`src/common/acs_pkg.sv`:
```
// constants and types for the eight-input converter channel sequencer
// assumes a single 25 MHz clock domain and word-aligned register offsets
`default_nettype none

package acs_pkg;
	// ==========================================
	// serial frame
	localparam int FRAME_BITS = 16;
	localparam logic [4:0] CTL_LAST_FALL = 5'h0b;
	localparam logic [4:0] MASK_LAST_FALL = 5'h0f;
	localparam logic [4:0] FRAME_END = 5'h10;
	// ==========================================
	// control word fields, first received bit is bit 11
	localparam int WR_EN_BIT = 11;
	localparam int AUTO_CYC_BIT = 10;
	localparam int CHAN_ADDR_MSB = 9;
	localparam int CHAN_ADDR_LSB = 7;
	localparam int MASK_SEL_BIT = 4;
	localparam int RANGE_BIT = 1;
	localparam int CODING_BIT = 0;
	localparam logic [11:0] CTL_RESET = 12'h000;
	localparam logic [15:0] MASK_RESET = 16'h0000;
	// ==========================================
	// register map
	localparam logic [7:0] ADDR_STATUS = 8'h00;
	localparam logic [7:0] ADDR_CTRL = 8'h04;
	localparam logic [7:0] ADDR_MASK = 8'h08;
	localparam logic [7:0] ADDR_CFG = 8'h0c;
	localparam int CFG_EN_BIT = 0;
	localparam logic CFG_EN_RESET = 1'h1;
	localparam int ST_CHAN_LSB = 0;
	localparam int ST_POS_LSB = 3;
	localparam int ST_MODE_LSB = 7;
	localparam int ST_ARMED_BIT = 9;
	localparam int ST_LOADED_BIT = 10;
	localparam logic [1:0] RESP_OKAY = 2'h0;
	localparam logic [1:0] RESP_SLVERR = 2'h2;
	// ==========================================
	// channel selection modes
	typedef enum logic [1:0] {
		MODE_DIRECT,
		MODE_MASK,
		MODE_CONSEC
	} acs_mode_t;
endpackage

`default_nettype wire

```
`src/rtl/acs_top.sv`:
```
// serial-side channel selection, sequencing and result word formatting
// assumes asynchronous cs_n/sclk/din pins and a front end that converts on conv_start
//
// The AXI4-Lite slave port and the placing of the registers were chosen for this implementation.
`timescale 1ns/1ps
`default_nettype none

// How it works
// - direct mode converts the channel named by the control address field
// - result coded straight binary or two's complement by control bit 0
// - range bit drives the span select output to the analog front end
// - output word is a zero, three channel bits, twelve result bits
// - channel bits name conv_chan when the result is taken, the input converted unless a later frame has started
// - after mask load, lowest selected channel first, then next higher each frame
// - mask sequence steps ascending on every frame without further writes
// - control write with sequencer bits 1,0 leaves the sequence running
// - control write with any other sequencer bits ends the sequence
// - after the last selected channel the mask sequence wraps to the first
// - sequencer bits 1,1 start consecutive run from channel 0 to address field
// - consecutive run restarts at channel 0 after the final channel
// - frame after a 0,1 write loads the 16-bit mask on sclk falls
// - first mask byte is sequence one, second sequence two, run in that order
// - control taken from first 12 bits only when received write bit is 1
module acs_top #(
	parameter int FIFO_DEPTH = 2,
	parameter int ADDR_W = 8
) (
	// clock and reset
	input wire logic aclk,
	input wire logic aresetn,
	// serial pins
	input wire logic cs_n,
	input wire logic sclk,
	input wire logic din,
	output logic dout,
	output logic dout_oe,
	// analog front end
	output logic conv_start,
	output logic [2:0] conv_chan,
	output logic range_span_ref,
	input wire logic conv_valid,
	input wire logic [11:0] conv_data,
	output logic conv_ready,
	// axi4-lite write
	input wire logic [ADDR_W-1:0] awaddr,
	input wire logic awvalid,
	output logic awready,
	input wire logic [31:0] wdata,
	input wire logic [3:0] wstrb,
	input wire logic wvalid,
	output logic wready,
	output logic [1:0] bresp,
	output logic bvalid,
	input wire logic bready,
	// axi4-lite read
	input wire logic [ADDR_W-1:0] araddr,
	input wire logic arvalid,
	output logic arready,
	output logic [31:0] rdata,
	output logic [1:0] rresp,
	output logic rvalid,
	input wire logic rready
);
	localparam int PTR_W = (FIFO_DEPTH > 1) ? $clog2(FIFO_DEPTH) : 1;

	// ==========================================
	// helpers
	// next set mask position after p, searching circularly; index i is mask[15-i]
	function automatic logic [3:0] mask_next(input logic [15:0] m, input logic [3:0] p);
		logic [3:0] idx;
		logic [3:0] res;
		logic found;
		res = p;
		found = 1'h0;
		for (int i = 1; i <= 16; i++) begin
			idx = p + 4'(i);
			if (!found && m[4'hf - idx]) begin
				res = idx;
				found = 1'h1;
			end
		end
		return res;
	endfunction

	function automatic logic is_mapped(input logic [ADDR_W-1:0] a);
		return a == ADDR_W'(acs_pkg::ADDR_STATUS) || a == ADDR_W'(acs_pkg::ADDR_CTRL) ||
			a == ADDR_W'(acs_pkg::ADDR_MASK) || a == ADDR_W'(acs_pkg::ADDR_CFG);
	endfunction

	// ==========================================
	// pin synchronisers
	logic [2:0] cs_sync;
	logic [2:0] sclk_sync;
	logic [1:0] din_sync;
	always_ff @(posedge aclk) begin
		if (!aresetn) begin
			cs_sync <= 3'h7;
			sclk_sync <= 3'h7;
			din_sync <= 2'h0;
		end else begin
			cs_sync <= {cs_sync[1:0], cs_n};
			sclk_sync <= {sclk_sync[1:0], sclk};
			din_sync <= {din_sync[0], din};
		end
	end

	logic serial_en;
	logic frame, cs_fall, sclk_fall, ctl_done, mask_done;
	logic [4:0] bit_cnt;
	logic [15:0] rx_sh, rx_next;
	assign frame = serial_en & ~cs_sync[1];
	assign cs_fall = serial_en & cs_sync[2] & ~cs_sync[1];
	assign sclk_fall = frame & sclk_sync[2] & ~sclk_sync[1];
	assign rx_next = {rx_sh[14:0], din_sync[1]};
	assign ctl_done = sclk_fall && bit_cnt == acs_pkg::CTL_LAST_FALL;
	assign mask_done = sclk_fall && bit_cnt == acs_pkg::MASK_LAST_FALL;

	// ==========================================
	// result buffer
	logic [15:0] mem [FIFO_DEPTH];
	logic [PTR_W-1:0] wr_ptr, rd_ptr, next_wr_ptr, next_rd_ptr;
	logic [PTR_W:0] cnt, next_cnt;
	logic next_conv_ready, push, pop, coding_q, tx_loaded;
	logic [15:0] push_word;
	assign push = conv_valid & conv_ready;
	assign pop = frame & ~cs_fall & ~tx_loaded & (cnt != '0);
	assign push_word = {1'h0, conv_chan,
		coding_q ? conv_data : {~conv_data[11], conv_data[10:0]}};

	always_comb begin
		next_wr_ptr = wr_ptr;
		next_rd_ptr = rd_ptr;
		next_cnt = cnt;
		if (push) begin
			next_wr_ptr = (wr_ptr == PTR_W'(FIFO_DEPTH - 1)) ? '0 : wr_ptr + 1'h1;
		end
		if (pop) begin
			next_rd_ptr = (rd_ptr == PTR_W'(FIFO_DEPTH - 1)) ? '0 : rd_ptr + 1'h1;
		end
		if (push && !pop) begin
			next_cnt = cnt + 1'h1;
		end else if (pop && !push) begin
			next_cnt = cnt - 1'h1;
		end
		next_conv_ready = next_cnt < (PTR_W + 1)'(FIFO_DEPTH);
	end

	always_ff @(posedge aclk) begin
		if (!aresetn) begin
			wr_ptr <= '0;
			rd_ptr <= '0;
			cnt <= '0;
			conv_ready <= 1'h0;
		end else begin
			wr_ptr <= next_wr_ptr;
			rd_ptr <= next_rd_ptr;
			cnt <= next_cnt;
			conv_ready <= next_conv_ready;
		end
	end

	always_ff @(posedge aclk) begin
		if (push) begin
			mem[wr_ptr] <= push_word;
		end
	end

	// ==========================================
	// serial shifter
	logic [15:0] tx_word, next_tx_word, next_rx_sh;
	logic [4:0] next_bit_cnt;
	logic [3:0] idx;
	logic next_tx_loaded, next_dout, next_dout_oe;
	always_comb begin
		next_bit_cnt = bit_cnt;
		next_rx_sh = rx_sh;
		next_tx_word = tx_word;
		next_tx_loaded = tx_loaded;
		if (cs_fall) begin
			next_bit_cnt = 5'h00;
			next_tx_loaded = 1'h0;
		end else if (sclk_fall && bit_cnt != acs_pkg::FRAME_END) begin
			next_bit_cnt = bit_cnt + 5'h01;
			next_rx_sh = rx_next;
		end
		if (pop) begin
			next_tx_word = mem[rd_ptr];
			next_tx_loaded = 1'h1;
		end
		idx = 4'hf - next_bit_cnt[3:0];
		next_dout = frame && next_tx_loaded && next_bit_cnt < 5'(acs_pkg::FRAME_BITS) &&
			next_tx_word[idx];
		next_dout_oe = frame;
	end

	always_ff @(posedge aclk) begin
		if (!aresetn) begin
			bit_cnt <= acs_pkg::FRAME_END;
			rx_sh <= 16'h0000;
			tx_word <= 16'h0000;
			tx_loaded <= 1'h0;
			dout <= 1'h0;
			dout_oe <= 1'h0;
		end else begin
			bit_cnt <= next_bit_cnt;
			rx_sh <= next_rx_sh;
			tx_word <= next_tx_word;
			tx_loaded <= next_tx_loaded;
			dout <= next_dout;
			dout_oe <= next_dout_oe;
		end
	end

	// ==========================================
	// sequencer
	logic [11:0] ctl, next_ctl;
	logic [15:0] mask, next_mask;
	logic [3:0] pos, next_pos;
	acs_pkg::acs_mode_t mode, next_mode;
	logic mask_armed, next_mask_armed, mask_frame, next_mask_frame;
	logic next_conv_start, next_coding_q, next_range;
	logic [2:0] chan_addr, cur_chan, next_conv_chan;
	assign chan_addr = ctl[acs_pkg::CHAN_ADDR_MSB:acs_pkg::CHAN_ADDR_LSB];

	always_comb begin
		unique case (mode)
			acs_pkg::MODE_DIRECT: cur_chan = chan_addr;
			acs_pkg::MODE_CONSEC: cur_chan = pos[2:0];
			acs_pkg::MODE_MASK: cur_chan = (mask == 16'h0000) ? chan_addr : pos[2:0];
			default: cur_chan = chan_addr;
		endcase
	end

	always_comb begin
		next_ctl = ctl;
		next_mask = mask;
		next_pos = pos;
		next_mode = mode;
		next_mask_armed = mask_armed;
		next_mask_frame = mask_frame;
		next_conv_start = 1'h0;
		next_conv_chan = conv_chan;
		next_coding_q = coding_q;
		if (cs_fall) begin
			next_mask_frame = mask_armed;
			next_mask_armed = 1'h0;
			next_conv_start = 1'h1;
			next_conv_chan = cur_chan;
			next_coding_q = ctl[acs_pkg::CODING_BIT];
			if (mode == acs_pkg::MODE_CONSEC) begin
				next_pos = (pos[2:0] == chan_addr) ? 4'h0 : {1'h0, pos[2:0] + 3'h1};
			end else if (mode == acs_pkg::MODE_MASK) begin
				next_pos = mask_next(mask, pos);
			end
		end
		// a running sequence survives only a 1,0 write; host keeps to that
		if (ctl_done && !mask_frame && rx_next[acs_pkg::WR_EN_BIT]) begin
			next_ctl = rx_next[11:0];
			unique case ({rx_next[acs_pkg::AUTO_CYC_BIT], rx_next[acs_pkg::MASK_SEL_BIT]})
				2'h2: next_mode = mode;
				2'h1: begin
					next_mode = acs_pkg::MODE_DIRECT;
					next_mask_armed = 1'h1;
				end
				2'h3: begin
					next_mode = acs_pkg::MODE_CONSEC;
					next_pos = 4'h0;
				end
				2'h0: next_mode = acs_pkg::MODE_DIRECT;
			endcase
		end
		if (mask_done && mask_frame) begin
			next_mask = rx_next;
			next_mode = acs_pkg::MODE_MASK;
			next_pos = mask_next(rx_next, 4'hf);
			next_mask_frame = 1'h0;
		end
		next_range = next_ctl[acs_pkg::RANGE_BIT];
	end

	always_ff @(posedge aclk) begin
		if (!aresetn) begin
			ctl <= acs_pkg::CTL_RESET;
			mask <= acs_pkg::MASK_RESET;
			pos <= 4'h0;
			mode <= acs_pkg::MODE_DIRECT;
			mask_armed <= 1'h0;
			mask_frame <= 1'h0;
			conv_start <= 1'h0;
			conv_chan <= 3'h0;
			coding_q <= 1'h0;
			range_span_ref <= 1'h0;
		end else begin
			ctl <= next_ctl;
			mask <= next_mask;
			pos <= next_pos;
			mode <= next_mode;
			mask_armed <= next_mask_armed;
			mask_frame <= next_mask_frame;
			conv_start <= next_conv_start;
			conv_chan <= next_conv_chan;
			coding_q <= next_coding_q;
			range_span_ref <= next_range;
		end
	end

	// ==========================================
	// axi4-lite slave
	logic [31:0] rd_word, wdata_q, next_wdata_q, next_rdata;
	logic [ADDR_W-1:0] awaddr_q, next_awaddr_q;
	logic aw_have, next_aw_have, w_have, next_w_have, wstrb0_q, next_wstrb0_q;
	logic next_awready, next_wready, next_bvalid, next_arready, next_rvalid, next_serial_en;
	logic [1:0] next_bresp, next_rresp;
	always_comb begin
		rd_word = 32'h00000000;
		if (araddr == ADDR_W'(acs_pkg::ADDR_STATUS)) begin
			rd_word[acs_pkg::ST_CHAN_LSB +: 3] = conv_chan;
			rd_word[acs_pkg::ST_POS_LSB +: 4] = pos;
			rd_word[acs_pkg::ST_MODE_LSB +: 2] = mode;
			rd_word[acs_pkg::ST_ARMED_BIT] = mask_armed;
			rd_word[acs_pkg::ST_LOADED_BIT] = tx_loaded;
		end else if (araddr == ADDR_W'(acs_pkg::ADDR_CTRL)) begin
			rd_word[11:0] = ctl;
		end else if (araddr == ADDR_W'(acs_pkg::ADDR_MASK)) begin
			rd_word[15:0] = mask;
		end else if (araddr == ADDR_W'(acs_pkg::ADDR_CFG)) begin
			rd_word[acs_pkg::CFG_EN_BIT] = serial_en;
		end
	end

	always_comb begin
		next_aw_have = aw_have;
		next_w_have = w_have;
		next_awaddr_q = awaddr_q;
		next_wdata_q = wdata_q;
		next_wstrb0_q = wstrb0_q;
		next_bvalid = bvalid;
		next_bresp = bresp;
		next_rvalid = rvalid;
		next_rdata = rdata;
		next_rresp = rresp;
		next_serial_en = serial_en;
		if (awvalid && awready) begin
			next_aw_have = 1'h1;
			next_awaddr_q = awaddr;
		end
		if (wvalid && wready) begin
			next_w_have = 1'h1;
			next_wdata_q = wdata;
			next_wstrb0_q = wstrb[0];
		end
		if (bvalid && bready) begin
			next_bvalid = 1'h0;
		end
		if (aw_have && w_have && !bvalid) begin
			next_aw_have = 1'h0;
			next_w_have = 1'h0;
			next_bvalid = 1'h1;
			next_bresp = is_mapped(awaddr_q) ? acs_pkg::RESP_OKAY : acs_pkg::RESP_SLVERR;
			if (awaddr_q == ADDR_W'(acs_pkg::ADDR_CFG) && wstrb0_q) begin
				next_serial_en = wdata_q[acs_pkg::CFG_EN_BIT];
			end
		end
		next_awready = !next_aw_have && !next_bvalid;
		next_wready = !next_w_have && !next_bvalid;
		if (rvalid && rready) begin
			next_rvalid = 1'h0;
		end
		if (arvalid && arready) begin
			next_rvalid = 1'h1;
			next_rdata = rd_word;
			next_rresp = is_mapped(araddr) ? acs_pkg::RESP_OKAY : acs_pkg::RESP_SLVERR;
		end
		next_arready = !next_rvalid;
	end

	always_ff @(posedge aclk) begin
		if (!aresetn) begin
			aw_have <= 1'h0;
			w_have <= 1'h0;
			awaddr_q <= '0;
			wdata_q <= 32'h00000000;
			wstrb0_q <= 1'h0;
			awready <= 1'h0;
			wready <= 1'h0;
			bvalid <= 1'h0;
			bresp <= acs_pkg::RESP_OKAY;
			arready <= 1'h0;
			rvalid <= 1'h0;
			rdata <= 32'h00000000;
			rresp <= acs_pkg::RESP_OKAY;
			serial_en <= acs_pkg::CFG_EN_RESET;
		end else begin
			aw_have <= next_aw_have;
			w_have <= next_w_have;
			awaddr_q <= next_awaddr_q;
			wdata_q <= next_wdata_q;
			wstrb0_q <= next_wstrb0_q;
			awready <= next_awready;
			wready <= next_wready;
			bvalid <= next_bvalid;
			bresp <= next_bresp;
			arready <= next_arready;
			rvalid <= next_rvalid;
			rdata <= next_rdata;
			rresp <= next_rresp;
			serial_en <= next_serial_en;
		end
	end
endmodule

`default_nettype wire

```
`config.mk`:
```
export PLATFORM = sky130hd
export DESIGN_NAME = acs_top
export DESIGN_NICKNAME = d
export VERILOG_FILES = /design/src/common/acs_pkg.sv /design/src/rtl/acs_top.sv
export SDC_FILE = /design/constraint.sdc
export NUM_CORES = 1
export LEC_CHECK = 0
export BUFFER_PORTS_ARGS = -buffer_cell sky130_fd_sc_hd__buf_2
export CAP_MARGIN = 15
export CORE_MARGIN = 2
export CORE_UTILIZATION = 45
export CTS_BUF_LIST = sky130_fd_sc_hd__clkbuf_4 sky130_fd_sc_hd__clkbuf_8 sky130_fd_sc_hd__clkbuf_16
export DETAILED_ROUTE_END_ITERATION = 16
export GPL_TIMING_DRIVEN = 0
export SLEW_MARGIN = 30
export SYNTH_ARGS = -nofsm -noshare
export SYNTH_HDL_FRONTEND = slang
export SYNTH_SLANG_ARGS = --single-unit
```
`constraint.sdc`:
```
create_clock -name aclk -period 6.1 [get_ports aclk]
set_input_delay 0.305 -clock aclk [delete_from_list [all_inputs] [get_ports aclk]]
set_output_delay 0.305 -clock aclk [all_outputs]
set_load 0.01 [all_outputs]
```
# Word-level counts from Yosys, hierarchy flattened
# Memories as Yosys holds them, arrays and structs flattened. A register that Yosys moved wholly into a read port is not among the register bits.
# Cells that the tools add are included.
[totals] ramBits=30 input_bits=75 register_bits=131 out_inout_bits=49 memories=1 word_cells=438
[memory_table] name="mem" depth=2 word_bits=15 rd=1 rd_clocked_by_memory_dff=1 write_ports=1 line="acs_top.sv:120" text="logic [15:0] mem [FIFO_DEPTH];"
[classes] n_mux=203 n_bitwise=16 n_reduce_logical=107 eq_ne=16 magnitude_cmp=19 n_addsub=38
[ops] cell="$mux W4" count=39
[ops] cell="$mux W1" count=131
[ops] cell="$lt A4 B5 Y1 const B" count=17
[ops] cell="$bmux W1 S4" count=17
[ops] cell="$sub A4 B4 Y4 const A" count=17
[ops] cell="$logic_and A1 B1 Y1" count=51
[ops] cell="$logic_not A1 Y1" count=38
[ops] cell="$add A4 B4 Y4 const B" count=8
[ops] cell="$eq A8 B4 Y1 const B" count=4
[ops] cell="$mux W12" count=2
[ops] cell="$add A4 B3 Y4 const B" count=4
[ops] cell="$eq A8 B3 Y1 const B" count=2
[ops] cell="$logic_not A16 Y1" count=1
[ops] cell="$logic_not A8 Y1" count=2
[ops] cell="$mux W16" count=1
[ops] cell="$mux W15" count=1
[ops] cell="$mux W5" count=3
[ops] cell="$mux W11" count=1
[ops] cell="$eq A5 B4 Y1 const B" count=2
[ops] cell="$and A1 B1 Y1" count=9
[ops] cell="$add A4 B2 Y4 const B" count=2
[ops] cell="$mux W2" count=4
[ops] cell="$reduce_and A2 Y1" count=4
[ops] cell="$not A1 Y1" count=7
[ops] cell="other kinds (20)" count=32

# Longest topological paths before layout
[logic_depth] ltp_word=101 mapped_depth=15

# Worst setup path after synthesis
# No wires, ideal clock.
[synth_path] path_type="register to register" startpoint="reg pos[1]" endpoint="reg pos[1]" setup_slack_ps=1824 stages_incl_launch_ff=13 setup_time_ps=127 path_buffers=2 arrival_time_ps=4149 cell_sequence="dfxtp_1 -> buf_6 -> buf_1 -> inv_1 -> ha_1 -> mux2_2 -> mux2_1 -> mux4_2 -> or3_1 -> or4_4 -> o31a_1 -> a221oi_2 -> o31ai_1"
[synth_via] elab_chain_len=101 elab_cells_between_ends=178
[synth_rtl] item="start: declaration" line="acs_top.sv:218" text="logic [3:0] pos, next_pos;"
[synth_rtl] item="start signal: assignment" line="acs_top.sv:296" text="pos <= next_pos;"
[synth_rtl] item="$add A4 B1 Y4" line="acs_top.sv:76" text="idx = p + 4'(i);"
[synth_rtl] item="$sub A4 B4 Y4" line="acs_top.sv:77" text="if (!found && m[4'hf - idx]) begin"
[synth_rtl] item="$bmux W1 S4" line="acs_top.sv:77"
[synth_rtl] item="$mux W1 (implied by the code)" line="acs_top.sv:77"
[synth_rtl] item="$mux W1" line="acs_top.sv:77"
[synth_rtl] item="$mux W1" line="acs_top.sv:252" text="end else if (mode == acs_pkg::MODE_MASK) begin"
[synth_rtl] item="$mux W1" line="acs_top.sv:250" text="if (mode == acs_pkg::MODE_CONSEC) begin"
[synth_rtl] item="$mux W1" line="acs_top.sv:244" text="if (cs_fall) begin"
[synth_rtl] item="[85 not listed]"
[synth_rtl] item="$logic_and A1 B1 Y1" line="acs_top.sv:77"
[synth_rtl] item="$mux W4" line="acs_top.sv:77"
[synth_rtl] item="$mux W4" line="acs_top.sv:252"
[synth_rtl] item="$mux W4" line="acs_top.sv:250"
[synth_rtl] item="$mux W4 (*)" line="acs_top.sv:244"
[synth_rtl] item="$mux W4" line="acs_top.sv:259" text="unique case ({rx_next[acs_pkg::AUTO_CYC_BIT], rx_next[acs_pkg::MASK_SEL_BIT]})"
[synth_rtl] item="$mux W4 (*)" line="acs_top.sv:257" text="if (ctl_done && !mask_frame && rx_next[acs_pkg::WR_EN_BIT]) begin"
[synth_rtl] item="$mux W4 (*)" line="acs_top.sv:272" text="if (mask_done && mask_frame) begin"
# Every way passes the cells marked *; elsewhere a longest branch is shown, timed or not. The select of a mux whose other input is x is not followed.
# A chain may end at the register's enable or synchronous reset.

# Worst setup path in the final report
# Same ends and word-level chain as after synthesis.

==> run summary <==
The count of flip-flops with a built-in enable after synthesis came out at 30. The maximum number of pins on one net before global-route repair is 17. The commonest register cell after synthesis is sky130_fd_sc_hd__dfxtp_1. The tree built by TritonCTS fans out to 160 sinks.

The required time of the critical path is 6390 ps. Setup repair after global routing left no endpoint under its margin. Leaving out fill and tap cells, the most frequent cell in the layout is sky130_fd_sc_hd__nand2_1. The first-pass GRT wire length came out at 41.5 mm.

The number of clock buffers added by TritonCTS is 17. In this run the vertical extent of the chip is 145 µm. The number of top-level pins came out at 124. After global routing the overflow that remains totals 0. The synthesized area divided by synthesized cell count came out at 8.82 µm².

The area of the core is 19,500 µm². After detailed routing, the number of vias per cell comes to 5.68. The total wire length after detailed routing came out at 26.1 mm. The violation count after the first detailed-routing iteration is 624. The overall die area is 21,100 µm². The setup-violating endpoint count in the final report is 0.

Leaving out fill and tap cells, the most frequent cells in the layout are sky130_fd_sc_hd__nand2_1 (180), sky130_fd_sc_hd__dfxtp_1 (130), sky130_fd_sc_hd__nor2_1 (92). Dividing the detail-routed wire length by the instance count gives 18.6 µm. The number of different library cells in the post-synthesis netlist came out at 76. The cell area that synthesis handed to floorplanning was 9000 µm². The worst setup path is of the reg -> reg kind. Derived from the worst setup path, the maximum achievable clock frequency is 183 MHz.

The number of antenna violations at the first check in global routing is 0. CTS built an H-tree with a depth of 4. The total negative slack for setup checks is 0 ps. The element type at the critical path start is a register. The critical-path maximum fanout came out at 10. Counting flops and latches in the post-synthesis netlist gives 160. The Yosys warning count is 0. The TritonCTS clock tree is yes. The number of buffers added on ports came out at 70. The residual DRC count is 0. The root buffer cell chosen for the clock tree is sky130_fd_sc_hd__clkbuf_16. The leakage dissipation came out at 3.93 nW.

The share of async-settable or async-resettable flops after synthesis came out at 0%. The effective utilization at floorplan is 46.1%. The peak supply drop came out at 198 µV. The number of nets with antenna violations after detailed routing is 0. The run finished with clean final reports. At the pin with the least slew margin, the transition time is 870 ps. Once the clock tree was built, the resizer swapped 0 gates to a different size. The number of optimization iterations in the first detailed-route pass came out at 5. The share of the Yosys chip area taken by registers is 38.9%. The arrival time of data at the critical path endpoint is 5740 ps.

The cell count after synthesis is 1,020. The minimum period implied by the final worst setup slack is 5450 ps. The hold buffer count at cts is 0.

The via count is 7,978. Row generation in the floorplan step produced 51 rows. The clock reaches the later pin of the worst-skew pair after 430 ps. The number of buffers inserted by post-CTS setup repair is 0. The number of antenna diodes in the final layout is 0.

In the final design database the tool counted 1,218 nets. In this run the worst hold path is classified as in -> reg. The worst slack at placement came out at 707 ps. The final hold slack is 55.6 ps. After layout, the worst path uses 89.4% of the clock period. The final RePlAce weighted congestion came out at 0.919. The HPWL after detailed placement is 19.6 mm.

In this run the horizontal extent of the chip is 145 µm. The total track usage is 24.8%. The number of violations of the max-capacitance limit came out at 0. The layout overhead on the synthesized area came out at 15.2%. The worst setup skew after layout came out at 8.23 ps.

The register clock-pin slew on the reported worst setup and hold paths came out at 70 ps. The number of global-route vias before repair came to 7,662. The final-report hold violation count came out at 0. The max-slew violation count is 0.

The share of final-layout standard cells stronger than drive strength 1 is 16.1%. The headroom to the max-slew limit came out at 41.5%. Setup slack closes at 649 ps. The power density of the placed cells is 224 nW/µm². The maximum buffer depth of the clock tree is 2. The worst setup path is captured at a register.
## Yosys cell counts, types with 4 or more instances
cell	number	area [µm²]
sky130_fd_sc_hd__a21oi_1	84	420
sky130_fd_sc_hd__nand2_1	180	676
sky130_fd_sc_hd__buf_4	23	173
sky130_fd_sc_hd__dfxtp_1	130	2600
sky130_fd_sc_hd__nor2b_1	6	37.5
sky130_fd_sc_hd__o211ai_1	6	45.0
sky130_fd_sc_hd__mux2_2	11	124
sky130_fd_sc_hd__nand4_1	5	31.3
sky130_fd_sc_hd__nor4_1	9	56.3
sky130_fd_sc_hd__a2111oi_0	5	43.8
sky130_fd_sc_hd__buf_2	5	25.0
sky130_fd_sc_hd__mux4_2	24	541
sky130_fd_sc_hd__nand2b_1	15	93.8
sky130_fd_sc_hd__ha_1	16	200
sky130_fd_sc_hd__nor2_1	94	353
sky130_fd_sc_hd__inv_1	21	78.8
sky130_fd_sc_hd__a211oi_1	7	52.6
sky130_fd_sc_hd__clkbuf_1	42	158
sky130_fd_sc_hd__nand3_1	20	100
sky130_fd_sc_hd__o21ai_0	47	235
sky130_fd_sc_hd__xor2_1	7	61.3
sky130_fd_sc_hd__mux2_1	4	45.0
sky130_fd_sc_hd__a22oi_1	17	128
sky130_fd_sc_hd__buf_1	6	22.5
sky130_fd_sc_hd__nor3_1	18	90.1
sky130_fd_sc_hd__xnor2_1	12	105
sky130_fd_sc_hd__a221oi_1	6	52.6
sky130_fd_sc_hd__edfxtp_1	30	901
sky130_fd_sc_hd__mux2i_1	70	701
sky130_fd_sc_hd__and2_1	9	56.3
sky130_fd_sc_hd__and3_1	14	87.6
## final timing paths
kind         startpoint         end  slack [ps]  cells past startpoint
max              pos[1]      pos[1]         650                     14
max reg2reg      pos[1]      pos[1]         650                     14
min reg2reg  cs_sync[0]  cs_sync[1]         410                      1
min                cs_n  cs_sync[0]          60                      2
## power breakdown
part           total, mW  leakage [nW]  switching (mW)  internal [mW]
combinational      0.133          2.30          0.0818         0.0517
clock               1.09         0.294           0.469          0.617
sequential          1.10          1.33         0.00938           1.10
total               2.32          3.93           0.560           1.76
## registers in the layout, summed over array words and instances, names as in the netlist, 2 cells and up, named ones only
name,flops
mem,30
ctl,12
conv_chan,3
sclk_sync,3
cs_sync,3
awaddr_q,8
din_sync,2
mask,16
mode,2
tx_word,16
bit_cnt,5
rx_sh,15
cnt,2
rdata,16
pos,4
## stage by stage
step	utilization (%)	total power [mW]	cell area, µm²	std cells
final	53.1	2.32	10400	1405
after global routing	53.1	2.40	10400	1405
after CTS	53.1	2.34	10400	1405
after detailed placement	50.0	1.26	9760	1373
after global placement	49.9	1.26	9740	1372
after floorplan	-	1.21	9060	1037
## critical path, stage by stage (launching register included)
cell	delay, ps
sky130_fd_sc_hd__dfxtp_1	470
sky130_fd_sc_hd__buf_6	210
sky130_fd_sc_hd__buf_1	530
sky130_fd_sc_hd__inv_1	400
sky130_fd_sc_hd__ha_1	490
sky130_fd_sc_hd__buf_2	310
sky130_fd_sc_hd__mux2i_1	310
sky130_fd_sc_hd__mux4_2	320
sky130_fd_sc_hd__nor2_1	110
sky130_fd_sc_hd__a211o_1	380
sky130_fd_sc_hd__or3_1	380
sky130_fd_sc_hd__or4_4	570
sky130_fd_sc_hd__o31a_1	340
sky130_fd_sc_hd__a221oi_2	320
sky130_fd_sc_hd__o31ai_1	170
## per-layer routing
| layer | wire length [µm] | vias up | GRT usage, % |
|---|---|---|---|
| met5 | 0 | - | 0 |
| met4 | 517 | 0 | 8.77 |
| met3 | 1910 | 39 | 4.67 |
| met2 | 12000 | 333 | 39.1 |
| met1 | 11700 | 3774 | 34.3 |
| li1 | - | 3832 | - |
## cell type report
type                    count  area (µm²)
fillers                  1901        9160
multi-input cells         775        5070
flip-flops and latches    160        3500
clock buffers              17         425
plain buffers              79         412
repair buffers             71         362
well taps                 265         332
clock inverters            15         179
inverters                  23        86.3
## cells by family after synthesis
group                    count (synthesis)  synth area share, %
AND/OR/NAND/NOR                        392                 19.7
AO/OA/AOI/OAI                          216                 15.0
flip-flops                             160                 38.9
multiplexers                           112                 16.3
buffers and inverters                  102                 5.53
XOR/XNOR                                21                 2.21
adder cells (fa/ha/maj)                 16                 2.22
other                                    1               0.0417
No activity file was read; power rests on OpenSTA's default activity.
